<file path="config.mk">
export PLATFORM = sky130hd
export DESIGN_NAME = tpfg_generator
export DESIGN_NICKNAME = d
export VERILOG_FILES = /design/src/hdl/tpfg_pkg.sv /design/src/hdl/tpfg_generator.sv /design/src/hdl/tpfg_refresh_timer.sv
export SDC_FILE = /design/constraint.sdc
export NUM_CORES = 1
export LEC_CHECK = 0
export BUFFER_PORTS_ARGS = -buffer_cell sky130_fd_sc_hd__buf_2
export CORE_ASPECT_RATIO = 2
export CORE_UTILIZATION = 45
export DETAILED_ROUTE_END_ITERATION = 8
export PLACE_DENSITY = 0.82
export SLEW_MARGIN = 20
export SYNTH_ARGS = -nofsm -noshare
export SYNTH_HDL_FRONTEND = slang
export SYNTH_SLANG_ARGS = --single-unit
</file>
<file path="constraint.sdc">
create_clock -name core_clk -period 3.3 [get_ports core_clk]
set_input_delay 0.825 -clock core_clk [delete_from_list [all_inputs] [get_ports core_clk]]
set_output_delay 0.825 -clock core_clk [all_outputs]
set_load 0.02 [all_outputs]
</file>
<file path="src/hdl/tpfg_pkg.sv">
package tpfg_pkg;

    localparam int NUM_CLASS   = 9;
    localparam int GLOBAL_BIT  = 8;
    localparam int QUANTA_W    = 16;
    localparam int TIMER_W     = 16;
    localparam int CLASS_W     = 4;
    localparam int MIN_HOLD_CYC = 16;

    localparam logic [NUM_CLASS-1:0] PEND_RST   = 9'h000;
    localparam logic [NUM_CLASS-1:0] STATUS_RST = 9'h000;
    localparam logic [QUANTA_W-1:0]  QUANTA_RST = 16'h0000;
    localparam logic [CLASS_W-1:0]   CLASS_RST  = 4'h0;
    localparam logic [TIMER_W-1:0]   TIMER_ONE  = 16'h0001;
    localparam logic [TIMER_W-1:0]   TIMER_ZERO = 16'h0000;

    typedef enum logic [0:0] {
        TPFG_IDLE,
        TPFG_OFFER
    } tpfg_state_t;

endpackage

</file>
<file path="src/hdl/tpfg_generator.sv">
module tpfg_generator #(
    parameter int NCLS = tpfg_pkg::NUM_CLASS,
    parameter int QW   = tpfg_pkg::QUANTA_W,
    parameter int TW   = tpfg_pkg::TIMER_W
) (
    input  wire logic                pclk_unused_guard,
    input  wire logic                core_clk,
    input  wire logic                rst_n,
    input  wire logic [NCLS-1:0]     pause_request_lines,
    input  wire logic [NCLS-1:0][QW-1:0] pause_quanta_value,
    input  wire logic [NCLS-1:0][TW-1:0] pause_refresh_interval,
    input  wire logic                pause_resend_pulse,
    input  wire logic                pause_frame_ready,
    output logic                     pause_frame_valid,
    output logic                     pause_frame_global,
    output logic [tpfg_pkg::CLASS_W-1:0] pause_frame_class,
    output logic [QW-1:0]            pause_frame_quanta,
    output logic [NCLS-1:0]          pause_sent_status,
    output logic [NCLS-1:0]          pause_pending
);

    tpfg_pkg::tpfg_state_t state;
    tpfg_pkg::tpfg_state_t next_state;

    logic [NCLS-1:0] req_prev;
    logic [NCLS-1:0] req_rise;
    logic [NCLS-1:0] expire;
    logic [NCLS-1:0] sent_onehot;
    logic [NCLS-1:0] restart;
    logic [NCLS-1:0] next_pending;
    logic [NCLS-1:0] next_status;
    logic [tpfg_pkg::CLASS_W-1:0] pick;
    logic                         pick_any;
    logic [tpfg_pkg::CLASS_W-1:0] next_class;
    logic                         next_global;
    logic [QW-1:0]                next_quanta;
    logic [NCLS-1:0]              next_req_prev;
    logic [NCLS-1:0]              rise_due;
    logic [NCLS-1:0]              refresh_due;
    logic [NCLS-1:0]              resend_due;

    assign req_rise = pause_request_lines & ~req_prev;
    assign restart  = req_rise | sent_onehot
                    | {NCLS{pause_resend_pulse}};

    // per-class refresh counters
    for (genvar g = 0; g < NCLS; g++) begin : g_timer
        tpfg_refresh_timer #(
            .W (TW)
        ) u_timer (
            .core_clk (core_clk),
            .rst_n    (rst_n),
            .restart  (restart[g]),
            .active   (pause_request_lines[g]),
            .interval (pause_refresh_interval[g]),
            .expire   (expire[g])
        );
    end

    // global class wins, then lowest priority index; fixed order keeps
    // the global frame from being starved by busy priorities
    always_comb begin
        pick     = tpfg_pkg::CLASS_RST;
        pick_any = 1'b0;
        for (int i = NCLS - 1; i >= 0; i--) begin
            if (pause_pending[i] && (i != tpfg_pkg::GLOBAL_BIT)) begin
                pick     = tpfg_pkg::CLASS_W'(i);
                pick_any = 1'b1;
            end
        end
        if (pause_pending[tpfg_pkg::GLOBAL_BIT]) begin
            pick     = tpfg_pkg::CLASS_W'(tpfg_pkg::GLOBAL_BIT);
            pick_any = 1'b1;
        end
    end

    assign pause_frame_valid = (state == tpfg_pkg::TPFG_OFFER);

    always_comb begin
        sent_onehot = '0;
        if (pause_frame_valid && pause_frame_ready) begin
            sent_onehot[pause_frame_class] = 1'b1;
        end
    end

    // request edge group: previous sample of the request lines
    always_comb begin
        next_req_prev = pause_request_lines;
    end

    always_ff @(posedge core_clk) begin
        if (!rst_n) begin
            // zero matches the idle level, so no false edge after reset
            req_prev <= tpfg_pkg::PEND_RST;
        end else begin
            req_prev <= next_req_prev;
        end
    end

    // reasons that make a class due for a frame
    always_comb begin
        rise_due    = req_rise;
        refresh_due = expire & pause_request_lines;
        resend_due  = {NCLS{pause_resend_pulse}}
                    & pause_request_lines;
    end

    // pending group
    always_comb begin
        // set wins over the clear made by a completed send
        next_pending = (pause_pending & ~sent_onehot)
                     | rise_due
                     | refresh_due
                     | resend_due;
    end

    always_ff @(posedge core_clk) begin
        if (!rst_n) begin
            pause_pending <= tpfg_pkg::PEND_RST;
        end else begin
            pause_pending <= next_pending;
        end
    end

    // offer state group: one frame outstanding at a time
    always_comb begin
        next_state = state;
        unique case (state)
            tpfg_pkg::TPFG_IDLE: begin
                if (pick_any) begin
                    next_state = tpfg_pkg::TPFG_OFFER;
                end
            end
            tpfg_pkg::TPFG_OFFER: begin
                // the mac raises ready only after the packet in flight ends
                if (pause_frame_ready) begin
                    next_state = tpfg_pkg::TPFG_IDLE;
                end
            end
        endcase
    end

    always_ff @(posedge core_clk) begin
        if (!rst_n) begin
            state <= tpfg_pkg::TPFG_IDLE;
        end else begin
            state <= next_state;
        end
    end

    // frame descriptor group: held steady for the whole offer
    always_comb begin
        next_class  = pause_frame_class;
        next_global = pause_frame_global;
        next_quanta = pause_frame_quanta;
        if ((state == tpfg_pkg::TPFG_IDLE) && pick_any) begin
            next_class  = pick;
            // quanta sampled here; held steady until the offer is accepted
            next_quanta = pause_quanta_value[pick];
            next_global = (pick == tpfg_pkg::CLASS_W'(
                           tpfg_pkg::GLOBAL_BIT));
        end
    end

    always_ff @(posedge core_clk) begin
        if (!rst_n) begin
            pause_frame_class  <= tpfg_pkg::CLASS_RST;
            pause_frame_global <= 1'b0;
            pause_frame_quanta <= tpfg_pkg::QUANTA_RST;
        end else begin
            pause_frame_class  <= next_class;
            pause_frame_global <= next_global;
            pause_frame_quanta <= next_quanta;
        end
    end

    // status group: one-cycle pulse per accepted frame
    always_comb begin
        next_status = '0;
        if ((state == tpfg_pkg::TPFG_OFFER) && pause_frame_ready) begin
            next_status = sent_onehot;
        end
    end

    always_ff @(posedge core_clk) begin
        if (!rst_n) begin
            pause_sent_status <= tpfg_pkg::STATUS_RST;
        end else begin
            pause_sent_status <= next_status;
        end
    end

    // the spare input has no effect; it is left unread on purpose
    // so the port list stays stable for integrators

endmodule // tpfg_generator

</file>
<file path="src/hdl/tpfg_refresh_timer.sv">
module tpfg_refresh_timer #(
    parameter int W = 16
) (
    input  wire logic         core_clk,
    input  wire logic         rst_n,
    input  wire logic         restart,
    input  wire logic         active,
    input  wire logic [W-1:0] interval,
    output logic              expire
);

    logic [W-1:0] count;
    logic [W-1:0] next_count;
    logic         next_expire;

    // interval 0 disables periodic refresh rather than firing every cycle
    always_comb begin
        next_count  = count;
        next_expire = 1'b0;
        if (restart || !active) begin
            next_count = interval;
        end else if (interval != W'(0)) begin
            if (count <= W'(1)) begin
                next_count  = interval;
                next_expire = 1'b1;
            end else begin
                next_count = count - W'(1);
            end
        end
    end

    always_ff @(posedge core_clk) begin
        if (!rst_n) begin
            count  <= '0;
            expire <= 1'b0;
        end else begin
            count  <= next_count;
            expire <= next_expire;
        end
    end

endmodule // tpfg_refresh_timer

</file>
After elaboration in Yosys (flattened, before gate mapping). Cells that the tools add are included.

Add/subtract/negate cells: 9. Reduce and logical (&&, ||, !) cells: 49. Mux-type cells: 62. Equal/unequal tests: 1. Order comparisons: 12. Bitwise logic cells: 22.

Operators by type and width (number): $mux W16 (28); $le A16 B1 Y1 const B (9); $reduce_bool A16 Y1 (9); $sub A16 B1 Y16 const B (9); $bmux W16 S4 (1); $or A9 B9 Y9 (5); $and A9 B9 Y9 (4); $mux W4 (8); $reduce_or A3 Y1 (9); $mux W1 (21); $not A9 Y9 (2); $reduce_bool A2 Y1 (9); $not A1 Y1 (11); $lt A4 B5 Y1 const B (2); $logic_not A1 Y1 (9); $logic_or A1 B1 Y1 (9); $mux W9 (1); $demux W1 S4 (1); $eq A4 B4 Y1 const B (1); $ge A4 B1 Y1 const B (1); $logic_and A1 B1 Y1 (3); $mux W3 (1); $pmux W1 S2 (1); $reduce_and A2 Y1 (1).

Flip-flop bits (word level): 202. Bits of input ports: 302. Word-level logic and storage cells: 180.

Depth between registers and ports, before layout.
Word-level depth: 11. Gate-level depth with buffers: 10. Gate-level depth less buffers: 8.

Modules after synthesis. Synthesis repeated with hierarchy kept, for this count alone.

Cell total of the unflattened synthesis: 1725. Area, all modules: 13704.4 µm².

By module, submodules not included: tpfg_refresh_timer (g_timer[3].u_timer ...) (instances 6, area each 1212.4 µm², sequential area each 340.3 µm², cells an instance 157); tpfg_refresh_timer (g_timer[0].u_timer ...) (instances 3, area each 1082.3 µm², sequential area each 340.3 µm², cells an instance 137); tpfg_generator (instances 1, area each 3183.1 µm², sequential area each 980.9 µm², cells an instance 372).

Least setup slack after synthesis. OpenSTA, ideal clock, no wires.

Kind: input port to flip-flop. From: input pause_frame_ready. To: register g_timer[8].u_timer.count[8]. Arrival time: 2.657 ns. Required time: 3.230 ns. Stages: 8. Setup slack: 0.572 ns. Setup time: 0.070 ns. Path through: nor4bb_1 -> a211oi_1 -> and2_1 -> clkbuf_1 -> nor2_1 -> buf_2 -> a32oi_1 -> a21oi_1.

Cells in the longest elaborated chain, start to end: 6. Elaborated cells on any way between the ends: 7.

Ends and longest elaborated chain: from (decl) (RTL line tpfg_generator.sv:13) `input wire logic pause_frame_ready,`; $logic_and A1 B1 Y1 (*) (RTL line tpfg_generator.sv:81) `if (pause_frame_valid && pause_frame_ready) begin`; $mux W9 (*) (RTL line tpfg_generator.sv:81); $or A9 B9 Y9 (*) (RTL line tpfg_generator.sv:43) `assign restart = req_rise | sent_onehot`; $or A9 B9 Y9 (*) (RTL line tpfg_generator.sv:44) `| {NCLS{pause_resend_pulse}};`; $logic_or A1 B1 Y1 (*) (RTL line tpfg_refresh_timer.sv:20) `if (restart || !active) begin`; $mux W16 or $reduce_bool A2 Y1 (tied branches); to (signal assigned) (RTL line tpfg_refresh_timer.sv:37) `count <= next_count;`; to (decl) (RTL line tpfg_refresh_timer.sv:12) `logic [W-1:0] count;`.

Every way passes the cells marked *; elsewhere a longest branch is shown, timed or not. A chain may end at the register's enable or synchronous reset.

Worst setup path in the final report.
From: register pause_pending[1]. To: register pause_frame_quanta[4].

Cells in the longest elaborated chain, start to end: 5. Elaborated cells on any way between the ends: 9.

Ends and longest elaborated chain: from (decl) (RTL line tpfg_generator.sv:19) `output logic [NCLS-1:0] pause_pending`; from (signal assigned) (RTL line tpfg_generator.sv:119) `pause_pending <= tpfg_pkg::PEND_RST;`; from (signal assigned) (RTL line tpfg_generator.sv:121) `pause_pending <= next_pending;`; $mux W4 (2 in series) (RTL line tpfg_generator.sv:66) `if (pause_pending[i] && (i != tpfg_pkg::GLOBAL_BIT)) begin`; $mux W4 (RTL line tpfg_generator.sv:71) `if (pause_pending[tpfg_pkg::GLOBAL_BIT]) begin`; $bmux W16 S4 (RTL line tpfg_generator.sv:159) `next_quanta = pause_quanta_value[pick];`; $mux W16 (not written as such) (RTL line tpfg_generator.sv:159); to (signal assigned) (RTL line tpfg_generator.sv:169) `pause_frame_quanta <= tpfg_pkg::QUANTA_RST;`; to (signal assigned) (RTL line tpfg_generator.sv:173) `pause_frame_quanta <= next_quanta;`; to (decl) (RTL line tpfg_generator.sv:17) `output logic [QW-1:0] pause_frame_quanta,`.

Parallel ways exist; a longest one is shown, timed or not. The select of a mux whose other input is x is not followed.

==> impl_metrics.xml <==
<?xml version="1.0" encoding="UTF-8"?>
<metrics>
  <group name="sta">
    <metric name="timing.setup.tns" unit="ps">0</metric>
    <metric name="timing.hold.ws" unit="ps">465</metric>
    <metric name="timing.clock.skew" unit="ps">13.0</metric>
    <metric name="maxSlewHeadroom" unit="%">31.5</metric>
    <metric name="layout_setup_ws" unit="ps">299</metric>
    <metric name="drv_slew" unit="">0</metric>
    <metric name="final_period_minus_worst_setup_slack" unit="ps">3000</metric>
    <metric name="hold_viol_final" unit="">0</metric>
    <metric name="max_freq" unit="MHz">333</metric>
    <metric name="timing.final.crit_share" unit="%">90.9</metric>
    <metric name="grt_setup_unrepaired" unit="">no</metric>
    <metric name="timing_worst_slew_pin_value" unit="ps">1020</metric>
    <metric name="setup_viol_count_final" unit="">0</metric>
  </group>
  <group name="synthesis">
    <metric name="synthesis.yosys.warnings" unit="">0</metric>
    <metric name="synth_async_sr_flop_share" unit="%">0</metric>
    <metric name="synth-edff-count" unit="">0</metric>
    <metric name="total_nets_after_synthesis" unit="">2050</metric>
    <metric name="ys_seq_elements" unit="">202</metric>
    <metric name="syn-cell-area" unit="sq um">12400</metric>
    <metric name="synth.avg_cell_area" unit="sq um">7.15</metric>
    <metric name="synth-seq-area-share" unit="%">32.7</metric>
    <metric name="ys_dominant_reg_cell" unit="">dfxtp_1</metric>
    <metric name="syn-instance-count" unit="">1730</metric>
    <metric name="post_synth_num_cell_types" unit="">70</metric>
  </group>
  <group name="clock_tree">
    <metric name="h_tree_levels" unit="">1</metric>
    <metric name="postCtsSetupBuffers" unit="">0</metric>
    <metric name="cts.repair.resized" unit="">0</metric>
    <metric name="worst_skew_pair.late_latency" unit="ps">500</metric>
    <metric name="clk_transition_reported_paths" unit="ps">70</metric>
    <metric name="cts.path.max_buffers" unit="">3</metric>
    <metric name="cts_tree" unit="">done</metric>
    <metric name="cts.sink_count" unit="">202</metric>
    <metric name="inserted_clock_buffers" unit="">20</metric>
    <metric name="cts_root_buffer" unit="">clkbuf_16</metric>
    <metric name="cts.hold.buffers_added" unit="">0</metric>
  </group>
  <group name="detailed_routing">
    <metric name="route.antenna.remaining_nets" unit="">0</metric>
    <metric name="detail_route.vias_per_cell" unit="">6.30</metric>
    <metric name="route.final.wire_length" unit="microns">45300</metric>
    <metric name="firstDrtPassIters" unit="">5</metric>
    <metric name="drcViolationCount" unit="">0</metric>
    <metric name="first_iter_violations" unit="">1229</metric>
    <metric name="post_drt_wl_per_cell" unit="microns">18.8</metric>
    <metric name="num_vias" unit="">15200</metric>
  </group>
  <group name="global_routing">
    <metric name="globalRouteOverflowTotal" unit="">0</metric>
    <metric name="grt_antenna_before_repair" unit="">4</metric>
    <metric name="first_pass_grt_wire_length" unit="microns">71000</metric>
    <metric name="groute.usage.overall" unit="%">31.2</metric>
    <metric name="via_count_of_the_first_global_routing_pass" unit="">14500</metric>
    <metric name="grt_max_degree" unit="">132</metric>
  </group>
  <group name="pwr">
    <metric name="power-per-cell-area" unit="nW/um^2">434</metric>
    <metric name="vdd.ir_drop.worst" unit="mV">0.407</metric>
    <metric name="power_switching_share" unit="%">30.9</metric>
    <metric name="pwr-share-seq" unit="%">41.6</metric>
    <metric name="static-leakage-power" unit="nW">6.34</metric>
    <metric name="pwr-share-comb" unit="%">21.5</metric>
    <metric name="p_int" unit="W">0.00459</metric>
    <metric name="report.power.total" unit="W">0.00664</metric>
    <metric name="clock_network_power_share" unit="%">36.9</metric>
    <metric name="p_switching" unit="W">0.00205</metric>
  </group>
  <group name="placed_design">
    <metric name="dp_slack" unit="ps">0.689</metric>
    <metric name="port_buffers" unit="">340</metric>
    <metric name="routabilityCongestion" unit="">0.941</metric>
    <metric name="place.detailed.hpwl" unit="microns">33100</metric>
  </group>
  <group name="worst_setup_path">
    <metric name="path_max_fanout" unit="">16</metric>
    <metric name="critical_path_class" unit="">reg2reg</metric>
    <metric name="worst_reg2reg_path_length_in_cells" unit="">6</metric>
    <metric name="worst-endpoint-required" unit="ps">3690</metric>
    <metric name="critPathLaunchType" unit="">flop</metric>
    <metric name="cp_data_arrival_time" unit="ps">3400</metric>
    <metric name="critPathCaptureType" unit="">flop</metric>
  </group>
  <group name="cells_and_area">
    <metric name="layout.cells.most_common" unit="">buf_2</metric>
    <metric name="post-route-util" unit="%">56.7</metric>
    <metric name="drive_gt1_share" unit="%">22.5</metric>
    <metric name="syn2layout_area_growth" unit="%">23.7</metric>
    <metric name="fillers" unit="">2572</metric>
    <metric name="final_nets" unit="">2368</metric>
    <metric name="mostFrequentLayoutCells" unit="">buf_2, nand2_1, dfxtp_1, o21ai_0, nor2_1</metric>
  </group>
  <group name="worst_hold_path">
    <metric name="hold_path.class" unit="">reg2reg</metric>
    <metric name="worstHoldPathCells" unit="">2</metric>
  </group>
  <group name="floorplanning">
    <metric name="placeableCoreArea" unit="sq um">27000</metric>
    <metric name="total_die_area" unit="sq um">28200</metric>
    <metric name="fp-row-count" unit="">85</metric>
    <metric name="fp.dieH" unit="microns">237</metric>
    <metric name="chipWidth" unit="microns">119</metric>
    <metric name="initial_core_util" unit="%">45.8</metric>
    <metric name="pin_count" unit="">342</metric>
  </group>
  <group name="run_status">
    <metric name="run_status" unit="">finished clean</metric>
  </group>
  <group name="run">
    <metric name="timing.max_cap.violations" unit="">0</metric>
  </group>
</metrics>
-- metrics by stage --
stage | instances | area [sq um]
floorplan | 1730 | 12400
global placement | 2371 | 14600
detailed placement | 2371 | 14600
CTS | 2404 | 15300
global route | 2408 | 15300
finish | 2409 | 15300
-- power by group through the flow --
stage,registers [W],logic (W),clock network (W)
finish,0.00277,0.00143,0.00245
global route,0.00279,0.00156,0.00259
CTS,0.00276,0.00138,0.00250
detailed placement,0.00281,0.00137,0
global placement,0.00280,0.00134,0
floorplan,0.00282,0.000780,0
-- per-layer routing --
metal	GRT usage, %	part of all wire, %
met5	0	0.029
met4	24.4	7.9
met3	6.84	7.3
met2	57.9	51
met1	28.8	33
-- area by class of cell --
class                           instances  area (sq um)  share of cell area (%)
Multi-Input combinational cell       1387          7790                    50.9
Sequential cell                       202          4040                    26.4
Timing Repair Buffer                  404          2230                    14.6
Clock buffer                           26           564                    3.69
Tap cell                              348           435                    2.84
Inverter                               33           124                   0.809
Clock inverter                          7           116                   0.760
Antenna cell                            2          5.00                  0.0327
-- synthesized netlist by cell type (8+ instances only) --
library cell  instances  area [sq um]
a221oi_1             22           193
a21oi_1             130           651
clkbuf_1             89           334
nor3b_1               8          60.1
a41o_1               14           140
nor3_1               99           495
nand4_1              17           106
nand2b_1             16           100
o211ai_1             13          97.6
or4_1                14           105
nand2_1             255           957
or3_1                17           106
nor2_1              138           518
buf_2                 8          40.0
a22oi_1              15           113
and4_1                8          70.1
inv_1                33           124
o21ai_0             169           846
and2_1               20           125
dfxtp_1             202          4040
nor4_1               68           425
o21a_1                8          60.1
a32oi_1              16           140
a21boi_0             25           188
nand3_1             112           561
nor2b_1              24           150
a211oi_1             27           203
ha_1                 18           225
a31oi_1              19           119
o22ai_1               8          50.1
-- state kept, by name, indices dropped and copies added (netlist names) --
name	cells
req_prev	9
pause_frame_class	4
pause_frame_quanta	16
pause_sent_status	9
pause_pending	9
pause_frame_global	1
g_timer.u_timer.expire	9
pause_frame_valid	1
g_timer.u_timer.count	144
-- kinds of logic after synthesis --
family,after synthesis,synth area share [%]
simple gates,837,33.2
compound gates,526,27.1
flops,202,32.7
buf+inv,141,4.63
fa+ha+maj,18,1.82
mux,6,0.495
-- worst max-delay path, cell delays in order, from the launching register on --
cell,delay (ps)
dfxtp_1,380
or3_1,410
nor3_1,510
a21o_1,260
or3_1,680
a31oi_1,310
a41o_1,320
-- final timing paths --
path	startpoint	slack, ps	endpoint
worst max-delay path	pause_pending[1]	300	pause_frame_quanta[4]
worst min-delay path	g_timer[0].u_timer.count[14]	460	g_timer[0].u_timer.count[14]
worst max register to register	pause_pending[1]	300	pause_frame_quanta[4]
worst min register to register	g_timer[0].u_timer.count[14]	460	g_timer[0].u_timer.count[14]
Note: power is estimated with default switching activity, not from simulation.
